<file path="src/ppim_params.svh">
// register offsets, reset values and field layout for the pin port
`ifndef PPIM_PARAMS_SVH
`define PPIM_PARAMS_SVH

`define PPIM_NPINS          26
`define PPIM_OFF_DATA       8'h00
`define PPIM_OFF_DIR        8'h04
`define PPIM_OFF_PULL       8'h08
`define PPIM_OFF_DRIVE      8'h0C
`define PPIM_OFF_SENSE      8'h10
`define PPIM_OFF_BOTH       8'h14
`define PPIM_OFF_POL        8'h18
`define PPIM_OFF_MASK       8'h1C
`define PPIM_OFF_MSTAT      8'h24
`define PPIM_OFF_CLEAR      8'h28
`define PPIM_OFF_FUNC0      8'h2C
`define PPIM_OFF_FUNC1      8'h30
`define PPIM_OFF_FUNC2      8'h34
`define PPIM_OFF_FUNC3      8'h38
`define PPIM_OFF_SET        8'h3C
`define PPIM_OFF_CLR        8'h40
`define PPIM_OFF_TSEL       8'h44
`define PPIM_PULL_RST       26'h3FFFFFF
`define PPIM_FUNC_GPIO      3'h0
`define PPIM_FUNC_ALT1      3'h1
`define PPIM_FUNC_ALT0      3'h4
`define PPIM_FUNC_ALT2      3'h5
`define PPIM_PIN9           9
`define PPIM_PIN10          10
`define PPIM_FUNC_W         3
`define PPIM_NIB            4
`define PPIM_SEL_W          8
`define PPIM_SEL_MAX        8'h19

`endif

</file>
<file path="src/ppim_pkg.sv">
// types shared by the pin port design
`default_nettype none
package ppim_pkg;
  typedef struct packed {
    logic [25:0] out_val;
    logic [25:0] out_en;
    logic [25:0] pull_en;
    logic [25:0] drive_hi;
  } ppim_pad_t;

  typedef struct packed {
    logic [25:0] alt0;
    logic [25:0] alt1;
    logic [25:0] alt2;
  } ppim_alt_t;

  typedef struct packed {
    logic t1_a;
    logic t1_b;
    logic t2_a;
    logic t2_b;
  } ppim_cap_t;
endpackage

`default_nettype wire

</file>
<file path="src/ppim_port.sv">
// pin port: apb registers, pin mux, pin events and timer capture routing
// ---------------------------------------------------------------
// Operation
// - gpio output pins drive stored data
// - data read returns sampled pin levels
// - direction register, one means output
// - pull enables, reset all 26 set
// - drive strength bit per pin
// - sense select: edge or level
// - both-edges option for edge mode
// - polarity selects falling/low or rising/high
// - mask passes pin event to irq
// - masked status read-only, writes ignored
// - clear register: one clears pending event
// - 3-bit function fields, nibble spaced, reserved zero
// - pins 9 and 10 reset to function one
// - set register sets gpio data bits
// - clear register clears gpio data bits
// - four 8-bit timer capture pin selectors
// - function codes: gpio, alt one, zero, two
// - selected pin feeds timer capture input
// - pins high impedance during reset
// ---------------------------------------------------------------
//
// Added by the designer: the APB interface to the registers.
`timescale 1ns/100ps
`default_nettype none
`include "ppim_params.svh"

module ppim_port (
  // clock and reset
  input  wire logic              clock,
  input  wire logic              rst_n,
  // apb slave
  input  wire logic              psel,
  input  wire logic              penable,
  input  wire logic              pwrite,
  input  wire logic [7:0]        paddr,
  input  wire logic [31:0]       pwdata,
  output logic                   pready,
  output logic [31:0]            prdata,
  output logic                   pslverr,
  // pads
  input  wire logic [25:0]       pin_in,
  output ppim_pkg::ppim_pad_t    pad,
  // alternate functions
  input  wire ppim_pkg::ppim_alt_t alt_out,
  input  wire ppim_pkg::ppim_alt_t alt_oe,
  output ppim_pkg::ppim_alt_t    alt_in,
  // timers and interrupt
  output ppim_pkg::ppim_cap_t    capture,
  output logic                   irq
);
  import ppim_pkg::*;

  localparam int N = `PPIM_NPINS;

  logic [N-1:0]  data_ff, dir_ff, pull_ff, drive_ff;
  logic [N-1:0]  sense_ff, both_ff, pol_ff, mask_ff;
  logic [N-1:0]  pend_ff, pin_prev_ff, pin_now_ff;
  logic [2:0]    func_ff [N];
  logic [31:0]   tsel_ff;
  logic [31:0]   nxt_prdata;
  logic [N-1:0]  is_gpio, drv_val, drv_en, edge_hit, level_hit, raw_evt, mstat;
  logic [N-1:0]  alt0_sel, alt1_sel, alt2_sel;
  logic          wr_en, rd_en;
  logic [N-1:0]  wmask;

  assign wr_en = psel && penable && pwrite;
  assign rd_en = psel && !penable && !pwrite;
  assign wmask = pwdata[N-1:0];

  // ---------------------------------------------------------------
  // per-pin mux and event detect
  // ---------------------------------------------------------------
  genvar g;
  generate
    for (g = 0; g < N; g++)
    begin : g_pin
      assign is_gpio[g]  = (func_ff[g] == `PPIM_FUNC_GPIO);
      assign alt1_sel[g] = (func_ff[g] == `PPIM_FUNC_ALT1);
      assign alt0_sel[g] = (func_ff[g] == `PPIM_FUNC_ALT0);
      assign alt2_sel[g] = (func_ff[g] == `PPIM_FUNC_ALT2);
      always_comb
      begin
        drv_val[g] = data_ff[g];
        drv_en[g]  = is_gpio[g] & dir_ff[g];
        if (alt0_sel[g])
        begin
          drv_val[g] = alt_out.alt0[g];
          drv_en[g]  = alt_oe.alt0[g];
        end
        else if (alt1_sel[g])
        begin
          drv_val[g] = alt_out.alt1[g];
          drv_en[g]  = alt_oe.alt1[g];
        end
        else if (alt2_sel[g])
        begin
          drv_val[g] = alt_out.alt2[g];
          drv_en[g]  = alt_oe.alt2[g];
        end
      end
      // edge seen between two samples of the pin
      assign edge_hit[g] = (pin_now_ff[g] != pin_prev_ff[g]) &&
                           (both_ff[g] || (pin_now_ff[g] == pol_ff[g]));
      assign level_hit[g] = (pin_now_ff[g] == pol_ff[g]);
      assign raw_evt[g] = sense_ff[g] ? level_hit[g] : edge_hit[g];
    end
  endgenerate

  assign mstat = pend_ff & mask_ff;

  // ---------------------------------------------------------------
  // pin sampling
  // ---------------------------------------------------------------
  always_ff @(posedge clock or negedge rst_n)
  begin
    if (!rst_n)
    begin
      pin_now_ff  <= '0;
      pin_prev_ff <= '0;
    end
    else
    begin
      pin_now_ff  <= pin_in;
      pin_prev_ff <= pin_now_ff;
    end
  end

  // ---------------------------------------------------------------
  // output data with atomic set and clear
  // ---------------------------------------------------------------
  always_ff @(posedge clock or negedge rst_n)
  begin
    if (!rst_n)
      data_ff <= '0;
    else if (wr_en && paddr == `PPIM_OFF_DATA)
      data_ff <= wmask;
    else if (wr_en && paddr == `PPIM_OFF_SET)
      data_ff <= data_ff | (wmask & is_gpio);
    else if (wr_en && paddr == `PPIM_OFF_CLR)
      data_ff <= data_ff & ~(wmask & is_gpio);
  end

  // ---------------------------------------------------------------
  // pad configuration
  // ---------------------------------------------------------------
  always_ff @(posedge clock or negedge rst_n)
  begin
    if (!rst_n)
    begin
      dir_ff   <= '0;
      pull_ff  <= `PPIM_PULL_RST;
      drive_ff <= '0;
    end
    else if (wr_en)
    begin
      if (paddr == `PPIM_OFF_DIR)
        dir_ff <= wmask;
      if (paddr == `PPIM_OFF_PULL)
        pull_ff <= wmask;
      if (paddr == `PPIM_OFF_DRIVE)
        drive_ff <= wmask;
    end
  end

  // ---------------------------------------------------------------
  // event configuration
  // ---------------------------------------------------------------
  always_ff @(posedge clock or negedge rst_n)
  begin
    if (!rst_n)
    begin
      sense_ff <= '0;
      both_ff  <= '0;
      pol_ff   <= '0;
      mask_ff  <= '0;
    end
    else if (wr_en)
    begin
      if (paddr == `PPIM_OFF_SENSE)
        sense_ff <= wmask;
      if (paddr == `PPIM_OFF_BOTH)
        both_ff <= wmask;
      if (paddr == `PPIM_OFF_POL)
        pol_ff <= wmask;
      if (paddr == `PPIM_OFF_MASK)
        mask_ff <= wmask;
    end
  end

  // ---------------------------------------------------------------
  // pending events; a new event beats a clear in the same cycle
  // ---------------------------------------------------------------
  always_ff @(posedge clock or negedge rst_n)
  begin
    if (!rst_n)
      pend_ff <= '0;
    else if (wr_en && paddr == `PPIM_OFF_CLEAR)
      pend_ff <= (pend_ff & ~wmask) | raw_evt;
    else
      pend_ff <= pend_ff | raw_evt;
  end

  // ---------------------------------------------------------------
  // function select and timer routing
  // ---------------------------------------------------------------
  generate
    for (g = 0; g < N; g++)
    begin : g_func
      always_ff @(posedge clock or negedge rst_n)
      begin
        if (!rst_n)
          func_ff[g] <= (g == `PPIM_PIN9 || g == `PPIM_PIN10) ?
                        `PPIM_FUNC_ALT1 : `PPIM_FUNC_GPIO;
        else if (wr_en && paddr == 8'(`PPIM_OFF_FUNC0 + (g / 8) * 4))
          func_ff[g] <= pwdata[(g % 8) * `PPIM_NIB +: `PPIM_FUNC_W];
      end
    end
  endgenerate

  always_ff @(posedge clock or negedge rst_n)
  begin
    if (!rst_n)
      tsel_ff <= '0;
    else if (wr_en && paddr == `PPIM_OFF_TSEL)
      tsel_ff <= pwdata;
  end

  function automatic logic pick(input logic [7:0] sel, input logic [N-1:0] p);
    pick = (sel <= `PPIM_SEL_MAX) ? p[5'(sel)] : 1'b0;
  endfunction

  // ---------------------------------------------------------------
  // read mux
  // ---------------------------------------------------------------
  always_comb
  begin
    nxt_prdata = '0;
    case (paddr)
      `PPIM_OFF_DATA:  nxt_prdata[N-1:0] = pin_now_ff;
      `PPIM_OFF_DIR:   nxt_prdata[N-1:0] = dir_ff;
      `PPIM_OFF_PULL:  nxt_prdata[N-1:0] = pull_ff;
      `PPIM_OFF_DRIVE: nxt_prdata[N-1:0] = drive_ff;
      `PPIM_OFF_SENSE: nxt_prdata[N-1:0] = sense_ff;
      `PPIM_OFF_BOTH:  nxt_prdata[N-1:0] = both_ff;
      `PPIM_OFF_POL:   nxt_prdata[N-1:0] = pol_ff;
      `PPIM_OFF_MASK:  nxt_prdata[N-1:0] = mask_ff;
      `PPIM_OFF_MSTAT: nxt_prdata[N-1:0] = mstat;
      `PPIM_OFF_TSEL:  nxt_prdata = tsel_ff;
      default:
      begin
        for (int i = 0; i < N; i++)
          if (paddr == 8'(`PPIM_OFF_FUNC0 + (i / 8) * 4))
            nxt_prdata[(i % 8) * `PPIM_NIB +: `PPIM_FUNC_W] = func_ff[i];
      end
    endcase
  end

  // ---------------------------------------------------------------
  // apb answer: no wait state, data registered in setup
  // ---------------------------------------------------------------
  always_ff @(posedge clock or negedge rst_n)
  begin
    if (!rst_n)
    begin
      prdata  <= '0;
      pready  <= 1'b0;
      pslverr <= 1'b0;
    end
    else
    begin
      pready  <= psel && !penable;
      pslverr <= 1'b0;
      if (rd_en)
        prdata <= nxt_prdata;
    end
  end

  // ---------------------------------------------------------------
  // registered pin, alternate, capture and irq outputs
  // ---------------------------------------------------------------
  always_ff @(posedge clock or negedge rst_n)
  begin
    if (!rst_n)
    begin
      pad     <= '{default: '0};
      alt_in  <= '{default: '0};
      capture <= '0;
      irq     <= 1'b0;
    end
    else
    begin
      pad.out_val  <= drv_val;
      pad.out_en   <= drv_en;
      pad.pull_en  <= pull_ff;
      pad.drive_hi <= drive_ff;
      alt_in.alt0  <= pin_now_ff & alt0_sel;
      alt_in.alt1  <= pin_now_ff & alt1_sel;
      alt_in.alt2  <= pin_now_ff & alt2_sel;
      capture.t1_a <= pick(tsel_ff[7:0], pin_now_ff);
      capture.t1_b <= pick(tsel_ff[15:8], pin_now_ff);
      capture.t2_a <= pick(tsel_ff[23:16], pin_now_ff);
      capture.t2_b <= pick(tsel_ff[31:24], pin_now_ff);
      irq          <= |mstat;
    end
  end

  // ---------------------------------------------------------------
  // checks
  // ---------------------------------------------------------------
  chk_irq_follows: assert property (@(posedge clock) disable iff (!rst_n)
    ##1 irq == |$past(mstat))
    else $error("irq does not follow masked status");

  chk_clear_bit: assert property (@(posedge clock) disable iff (!rst_n)
    (wr_en && paddr == `PPIM_OFF_CLEAR && pwdata[0] && !raw_evt[0]) |=> !pend_ff[0])
    else $error("clear did not drop pending bit");

  chk_set_data: assert property (@(posedge clock) disable iff (!rst_n)
    (wr_en && paddr == `PPIM_OFF_SET && pwdata[3] && is_gpio[3]) |=> data_ff[3])
    else $error("set register missed gpio bit");

  chk_clr_data: assert property (@(posedge clock) disable iff (!rst_n)
    (wr_en && paddr == `PPIM_OFF_CLR && pwdata[3] && is_gpio[3]) |=> !data_ff[3])
    else $error("clear register missed gpio bit");

  chk_level_hold: assert property (@(posedge clock) disable iff (!rst_n)
    (sense_ff[13] && level_hit[13]) |=> pend_ff[13])
    else $error("level event not pending");

  chk_drive_pin: assert property (@(posedge clock) disable iff (!rst_n)
    (is_gpio[2] && dir_ff[2]) |=> (pad.out_en[2] && pad.out_val[2] == $past(data_ff[2])))
    else $error("gpio output not driven");

  chk_input_hiz: assert property (@(posedge clock) disable iff (!rst_n)
    (is_gpio[4] && !dir_ff[4]) |=> !pad.out_en[4])
    else $error("input pin driven");

  chk_read_pin: assert property (@(posedge clock) disable iff (!rst_n)
    (rd_en && paddr == `PPIM_OFF_DATA) |=> prdata[N-1:0] == $past(pin_now_ff))
    else $error("data read not pin level");

  chk_capture_route: assert property (@(posedge clock) disable iff (!rst_n)
    (tsel_ff[7:0] == `PPIM_SEL_MAX) |=> capture.t1_a == $past(pin_now_ff[N-1]))
    else $error("capture routing wrong");

  chk_clear_keep: assert property (@(posedge clock) disable iff (!rst_n)
    (wr_en && paddr == `PPIM_OFF_CLEAR && !pwdata[13] && pend_ff[13]) |=> pend_ff[13])
    else $error("clear with zero dropped pending bit");

  chk_both_edges: assert property (@(posedge clock) disable iff (!rst_n)
    (!sense_ff[13] && both_ff[13] && pin_now_ff[13] != pin_prev_ff[13]) |=> pend_ff[13])
    else $error("both-edge event missed");

  chk_single_edge: assert property (@(posedge clock) disable iff (!rst_n)
    (!sense_ff[13] && !both_ff[13] && !pend_ff[13] &&
     (pin_now_ff[13] != pol_ff[13] || pin_now_ff[13] == pin_prev_ff[13])) |=> !pend_ff[13])
    else $error("event raised on wrong edge");

  chk_status_ro: assert property (@(posedge clock) disable iff (!rst_n)
    (wr_en && paddr == `PPIM_OFF_MSTAT) |=> $stable(mask_ff))
    else $error("status write changed mask");

  chk_capture_range: assert property (@(posedge clock) disable iff (!rst_n)
    (tsel_ff[31:24] > `PPIM_SEL_MAX) |=> !capture.t2_b)
    else $error("out of range selector routed a pin");

  chk_alt_route: assert property (@(posedge clock) disable iff (!rst_n)
    alt1_sel[12] |=> alt_in.alt1[12] == $past(pin_now_ff[12]))
    else $error("alternate input not routed");

endmodule // ppim_port

`default_nettype wire

</file>
<file path="config.mk">
export PLATFORM = sky130hd
export DESIGN_NAME = ppim_port
export DESIGN_NICKNAME = d
export VERILOG_FILES = /design/src/ppim_pkg.sv /design/src/ppim_port.sv
export VERILOG_INCLUDE_DIRS = /design/src /design/src/src
export SDC_FILE = /design/constraint.sdc
export NUM_CORES = 1
export LEC_CHECK = 0
export ABC_CLOCK_PERIOD_IN_PS = 2100
export BUFFER_PORTS_ARGS = -buffer_cell sky130_fd_sc_hd__buf_2
export CAP_MARGIN = 20
export CORE_ASPECT_RATIO = 1.5
export CORE_MARGIN = 3
export CORE_UTILIZATION = 55
export DETAILED_ROUTE_END_ITERATION = 10
export PLACE_DENSITY = 0.77
export SYNTH_ARGS = -nofsm -noshare
export SYNTH_HDL_FRONTEND = slang
export SYNTH_SLANG_ARGS = --single-unit
</file>
<file path="constraint.sdc">
create_clock -name clock -period 2.1 [get_ports clock]
set_input_delay 0.105 -clock clock [delete_from_list [all_inputs] [get_ports clock]]
set_output_delay 0.105 -clock clock [all_outputs]
set_load 0.01 [all_outputs]
</file>
==> summary.md, run 1 <==
| Metric | Value |
|---|---|
| Least-Margin Pin Slew | `1.12 ns` |
| Post-Place Cells | `3579` |
| Part of the cycle the worst path needs | `99.7%` |
| Grt met3 use | `10.1%` |
| 1st-iter DRT viols | `2584` |
| Fin. max-slew vios | `0` |
| Die W | `192 um` |
| Normalized max-slew margin | `24.5%` |
| First-pass GRT wire length | `176000 um` |
| Met2 Use GR | `72.9%` |
| Crit path kind | `in -> reg` |
| Final Critical Period | `2.09 ns` |
| Power per cell area | `691 mW/mm2` |
| Area of the multi-input gates | `0.0121 mm2` |
| Register Area | `0.0155 mm2` |
| Top cell type's share of synthesized area | `51.5%` |
| VDD IR max | `770 uV` |
| Reg-to-Reg Start | `func_ff[57]` |
| Number of global-route vias before repair | `26000` |
| RSZ-0062 raised after global routing | `no` |
| Total clock sinks | `616` |
| Startpoint Class | `primary input` |
| Clock-pin transition on the worst setup and hold timing paths | `0.07 ns` |
| Endpoints failing hold | `0` |
| Vias | `25200` |
| Grt ovf | `0` |
| Worst path arrival time | `2.59 ns` |
| Ys flop type | `dfrtp_1` |
| FF-to-FF setup slack | `0.006 ns` |
| Mean Syn Cell Area | `11.7 um2` |
| Warning count from the yosys run | `0` |
| Clk_skew | `0.0311 ns` |
| Leakage | `17.7 nW` |
| Initial antenna violation count | `10` |
| Largest net degree at the start of global routing | `108` |
| Cell at the root of the clock tree | `clkbuf_16` |
| Starting Density | `55.9%` |
| Post-DRT Antenna Nets | `0` |
| Die height | `285 um` |
| Area leader, netlist | `dfrtp_1` |
| Register bit total from synthesis | `616` |
| Dominant cells by area after synthesis | `dfrtp_1 (52%), mux2_2 (11%), mux4_2 (4.0%)` |
| H-tree depth | `2` |
| Crit path capture | `prdata[2]` |
| Synth cell types | `79` |
| Clock tree buffer depth | `3` |
| Mapped Area | `0.0286 mm2` |
| Layout Nets | `3359` |
| # setup viols final | `0` |
| Ratio of cells with drive above 1 in the final layout | `37.2%` |
| Clk_lat worst skew | `0.64 ns` |
| Max_cap viols | `0` |
| Syn Nets | `2675` |
| GR Util met1 | `53.1%` |
| Post-Layout Cell Count | `3849` |
| Die area | `0.0548 mm2` |
| Cells after Synth | `2448` |
| Top-Level Pins | `448` |
| Final WL | `123000 um` |
| CTS tree | `done` |
| Area delta synth->final | `27.6%` |
| Drt via density | `6.55` |
| FFs w/ async S/R, synth | `100%` |
| Worst R2R End | `pad[58]` |
| Status | `complete, no violations` |
| Global-route layer with the greatest usage | `met2` |
| Worst Hold Class | `in -> async` |
| Rows | `101` |
| Number of enable flip-flop cells after synthesis | `0` |
| Critical Path Fanout Max | `8` |
| IO buf count | `446` |
| Util after Layout | `71.4%` |
| CP Launch Point | `penable` |
| Fmax | `477 MHz` |
| Core area | `0.0511 mm2` |
| Worst R2R Path Depth | `3` |
| Setup crit end kind | `flop` |
| GRT Total Usage | `44.6%` |
| First-pass DRT Iterations | `6` |
| CTS Buf Count | `56` |
| Fillers | `3555` |
| Drt wl/cell | `31.9 um` |
| Post-DP HPWL | `88500 um` |
| Worst Path Required | `2.60 ns` |
| DR DRC count | `0` |
| GPL Wtd Cong | `1.02` |
| Sequential-to-total area share from yosys stat | `54.1%` |
cell families (layout without fill, tap and decap cells):
group,count (synthesis),in the layout,synth area share (%)
simple gates,640,640,11.5
flops,616,616,54.1
compound gates,467,467,10.8
mux,423,423,18.3
buf+inv,257,987,3.84
xor+xnor,44,44,1.35
other cells,1,3,0.0131
synth_stat cells, types with 6 or more instances:
library cell / instances
nand2_1: 226
o21ai_0: 127
dfrtp_1: 588
a31oi_1: 25
o22a_1: 6
o22ai_1: 46
a22oi_1: 32
a311oi_1: 8
mux2_1: 17
a22o_1: 29
xor2_1: 26
nand3_1: 33
o211ai_1: 15
and3b_1: 21
buf_1: 6
nor3_1: 39
a221oi_1: 10
nand3b_1: 6
nand4_1: 6
nor2b_1: 74
and3_1: 52
a21oi_1: 79
a32oi_1: 16
a211oi_1: 11
buf_2: 60
xnor2_1: 18
buf_4: 11
dfstp_2: 28
clkbuf_1: 143
and2_1: 22
inv_1: 35
mux2_2: 277
mux4_2: 51
nor2_1: 110
o311ai_0: 8
mux2i_1: 78
stage by stage:
| stage | worst slack (ns) | hold WS, ns | cell area, um2 | total power [mW] | TNS (ns) |
|---|---|---|---|---|---|
| finish | 0.00570 | 0.0159 | 36400 | 25.2 | 0 |
| global route | 0.000400 | 0.0300 | 36400 | 25.8 | 0 |
| CTS | 0.00763 | 0.000424 | 36400 | 25.1 | 0 |
| detailed placement | -0.267 | 0.0639 | 32900 | 14.6 | -2.91 |
| global placement | -0.224 | 0.0654 | 32900 | 14.6 | -2.34 |
| floorplan | 0.235 | -0.191 | 28600 | 13.3 | 0 |
worst max-delay path, stage by stage:
cell,delay (ns)
dlygate4sd3_1,0.58
buf_2,0.16
nor2b_1,0.21
nor2b_1,0.33
buf_4,0.27
nand2_1,0.24
a2111oi_2,0.59
nor3_1,0.11
state kept, by name, indices dropped and copies added, names as in the netlist, 32 cells and up, named ones only:
name	cells
alt_in	78
prdata	32
pad	104
tsel_ff	32
func_ff	78
layout by cell type (no fill, tap or decap), drive strengths merged, types with 8 or more instances in the layout:
cell type / instances
dlygate4sd3: 158
clkinv: 15
o311ai: 11
dfrtp: 588
mux2: 294
nor2b: 74
a311oi: 8
and3b: 21
o211ai: 15
and3: 52
xnor2: 18
a22o: 29
xor2: 26
inv: 39
a211oi: 11
mux2i: 78
dfstp: 28
nor2: 116
buf: 690
a221oi: 11
nand2: 229
o22ai: 46
and2: 22
o21ai: 129
a32oi: 16
nand3: 33
mux4: 51
nor3: 42
a22oi: 32
a31oi: 25
a21oi: 79
clkbuf: 80
report_power, final:
part           internal (mW)  switching (mW)  total, mW
Combinational          0.981            1.31       2.29
Clock                   5.69            4.79       10.5
Sequential              12.1           0.322       12.4
final cells by class:
cell class	count	area share, %
Multi-Input combinational cell	1575	33.1
Tap cell	669	2.30
Antenna cell	2	0.0137
Clock buffer	80	4.48
Timing Repair Buffer	848	16.7
Clock inverter	24	0.560
Sequential cell	616	42.4
Inverter	35	0.361
routing by layer:
layer,share of wire (%),vias to the layer above
met4,8.0,12
met5,0.059,-
met1,34,12700
li1,-,10200
met2,48,1821
met3,9.7,514
worst min-delay path by stage:
| stage | startpoint | end | slack (ns) |
|---|---|---|---|
| CTS | alt_out[5] | pad[83] | 0.0004 |
| global route | alt_out[15] | pad[93] | 0.03 |
| detailed placement | rst_n | pad[46] | 0.06 |
| floorplan | rst_n | asynchronous set/reset pin | -0.19 |
| global placement | rst_n | pad[46] | 0.07 |
| finish | rst_n | pend_ff[21] | 0.02 |
repair_timing:
| item | 4_1_cts | 5_1_grt |
|---|---|---|
| setup buffers | 0 | 6 |
| hold endpoints to repair | 627 | 0 |
| endpoints found under the setup margin | 1 | 12 |
| hold buffers | 160 | 0 |
| pin swaps | 0 | 0 |
| gates resized for setup | 1 | 12 |
Power figures use the tool's default switching activity.
==> run 2: changes to the inputs <==
Settings changed: REMOVE_ABC_BUFFERS from default to 1.
==> run 2 against run 1 <==
Critical endpoint is now pad[61]. Global-route usage shrank 1.9 points. Routed wire length shrank 4.9%. Power increased by 1.0%. Sequential share of layout area down 0.29 points. The flow now finishes with violations (hold timing). Core utilization up 0.50 points. Flip-flop and latch count unchanged. Clock power grew 4%. Worst setup slack gained 0.048 ns. First-iteration DRC count fell by 4.8%. Clock skew shrank 0.0047 ns. Critical path type is now reg -> reg. Via count shrank 2.2%. Maximum frequency is 2.3% higher.
==> summary.md, run 2 (synthesized netlist as in run 1, its figures left out) <==
| Metric | Value |
|---|---|
| Status | `finished, violations left` |
| Failing checks | `hold timing` |
| Leakage | `17.7 nW` |
| Crit-path max cell delay | `0.65 ns` |
| Clock-pin transition on the worst setup and hold timing paths | `0.07 ns` |
| CTS Buf Count | `57` |
| Fin. max-slew vios | `0` |
| Max_cap viols | `0` |
| NetSw | `6.43 mW` |
| VDD IR max | `737 uV` |
| RSZ-0062 raised after global routing | `no` |
| Layout Nets | `3375` |
| Largest regs | `pad x104, alt_in x78, func_ff x78` |
| 1st-iter DRT viols | `2460` |
| Comb pwr share | `8.5%` |
| GPL Wtd Cong | `1.04` |
| Cell count along the critical path | `3` |
| Normalized max-slew margin | `47.2%` |
| Worst path arrival time | `2.55 ns` |
| IO buf count | `446` |
| Initial antenna violation count | `6` |
| Least-Margin Pin Slew | `0.785 ns` |
| Area delta synth->final | `28.5%` |
| Register Area | `0.0155 mm2` |
| Power per cell area | `693 mW/mm2` |
| Part of the cycle the worst path needs | `97.5%` |
| Post-DP HPWL | `82800 um` |
| Worst Hold Class | `in -> async` |
| Most frequent cells in the layout | `dfrtp_1 (579), buf_2 (445), mux2_2 (277), nand2_1 (226), buf_4 (215)` |
| Core area | `0.0511 mm2` |
| Max reg flops | `104` |
| Post-DRT Antenna Nets | `0` |
| # setup viols final | `0` |
| Die height | `285 um` |
| Worst Path Required | `2.61 ns` |
| Crit path buf inv count | `1` |
| Top reg by flops | `pad` |
| Power Internal | `19.0 mW` |
| Final Critical Period | `2.05 ns` |
| Worst path slowest cell | `dfstp_2` |
| Worst R2R Path Depth | `3` |
| Total clock sinks | `616` |
| Die area | `0.0548 mm2` |
| Ratio of cells with drive above 1 in the final layout | `37.3%` |
| Delay-heaviest family, CP | `flip-flops` |
| Number of global-route vias before repair | `25900` |
| Clock power frac | `42.8%` |
| GRT Total Usage | `42.7%` |
| Starting Density | `55.9%` |
| Clk_skew | `0.0264 ns` |
| Area of the multi-input gates | `0.0121 mm2` |
| Die W | `192 um` |
| First-pass DRT Iterations | `5` |
| Post-Layout Cell Count | `3869` |
| Top-Level Pins | `448` |
| Grt ovf | `0` |
| Vias | `24600` |
| Sw Share | `25.3%` |
| Smallest hold slack | `-0.00760 ns` |
| Drt wl/cell | `30.2 um` |
| H-tree depth | `2` |
| Startpoint Class | `flop` |
| CTS tree | `done` |
| Critical Path Fanout Max | `10` |
| Clock tree buffer depth | `3` |
| First-pass GRT wire length | `170000 um` |
| Endpoints failing hold | `5` |
| Rows | `101` |
| Post-Place Cells | `3591` |
| Sequential power share | `48.7%` |
| Critical-path cell list | `mux4_2, dlygate4sd3_1, nor2b_1` |
| Clk_lat worst skew | `0.65 ns` |
| Largest net degree at the start of global routing | `90` |
| Setup crit end kind | `flop` |
| Fmax | `489 MHz` |
| Commonest non-fill, non-tap cell in the layout | `dfrtp_1` |
| Cell at the root of the clock tree | `clkbuf_16` |
| Drt via density | `6.37` |
| Crit path kind | `reg -> reg` |
| Util after Layout | `71.9%` |
| Final WL | `117000 um` |
| Fillers | `3525` |
| DR DRC count | `0` |
-- run 2: cell types whose count changed in the layout (fill, tap and decap cells not counted), moves of 2 or more --
cell	change
clkinv_4	+3
dlygate4sd3_1	+8
clkbuf_1	-2
bufinv_16	+3
clkinv_2	-2
clkinvlp_4	+3
clkbuf_8	-2
buf_4	+7
nor2_4	+2
-- run 2: path summary, 6_finish.rpt --
kind                       slack [ns]          to         from
min reg2reg                      0.40     pad[36]  pull_ff[10]
max in group asynchronous        1.18  pull_ff[9]        rst_n
min                            -0.008  alt_in[66]        rst_n
max reg2reg                      0.05     pad[61]  func_ff[48]
max                              0.05     pad[61]  func_ff[48]
min in group clock               0.01     pad[60]   alt_oe[60]
-- run 2: metrics by stage --
stage          instance area (um2)  setup TNS, ns  setup slack [ns]  hold slack (ns)  total power [mW]
2_1_floorplan                27600        -179.87             -1.32           -0.191              13.1
3_3_place_gp                 33100          -3.55            -0.253           0.0698              14.4
3_5_place_dp                 33100          -5.61            -0.236           0.0748              14.5
4_1_cts                      36700              0            0.0377         0.000462              25.4
5_1_grt                      36700              0           0.00219           0.0141              26.1
6_report                     36700              0            0.0535         -0.00760              25.4
-- run 2: final cells by class --
class                      count  area share, %
timing repair buffer         863           17.0
multi-input combinational   1575           32.9
inverter                      35          0.358
sequential                   616           42.1
tap                          669           2.28
antenna                        3         0.0205
clock inverter                33          0.972
clock buffer                  75           4.29
-- run 2: timing repair --
action / in CTS / in global routing
resized for setup: 0 / 11
setup buffers: 0 / 1
hold buffers: 166 / 0
endpoints found under the setup margin: 0 / 14
endpoints found under the hold margin: 821 / 0
-- run 2: power groups by stage --
| stage | Clock [mW] | Combinational [mW] | Sequential, mW |
|---|---|---|---|
| after CTS | 10.9 | 2.11 | 12.4 |
| final | 10.9 | 2.16 | 12.4 |
| after global routing | 11.4 | 2.29 | 12.4 |
| after global placement | 0 | 1.86 | 12.6 |
| after detailed placement | 0 | 1.90 | 12.6 |
| after floorplan | 0 | 0.581 | 12.5 |
-- run 2: layer usage --
layer  GRT usage (%)  part of all wire [%]  vias up
li1                -                     -    10200
met1            50.4                    35    12500
met2            72.0                    50     1495
met3            7.85                   8.1      442
met4            26.2                   7.6        4
met5               0                 0.022        -
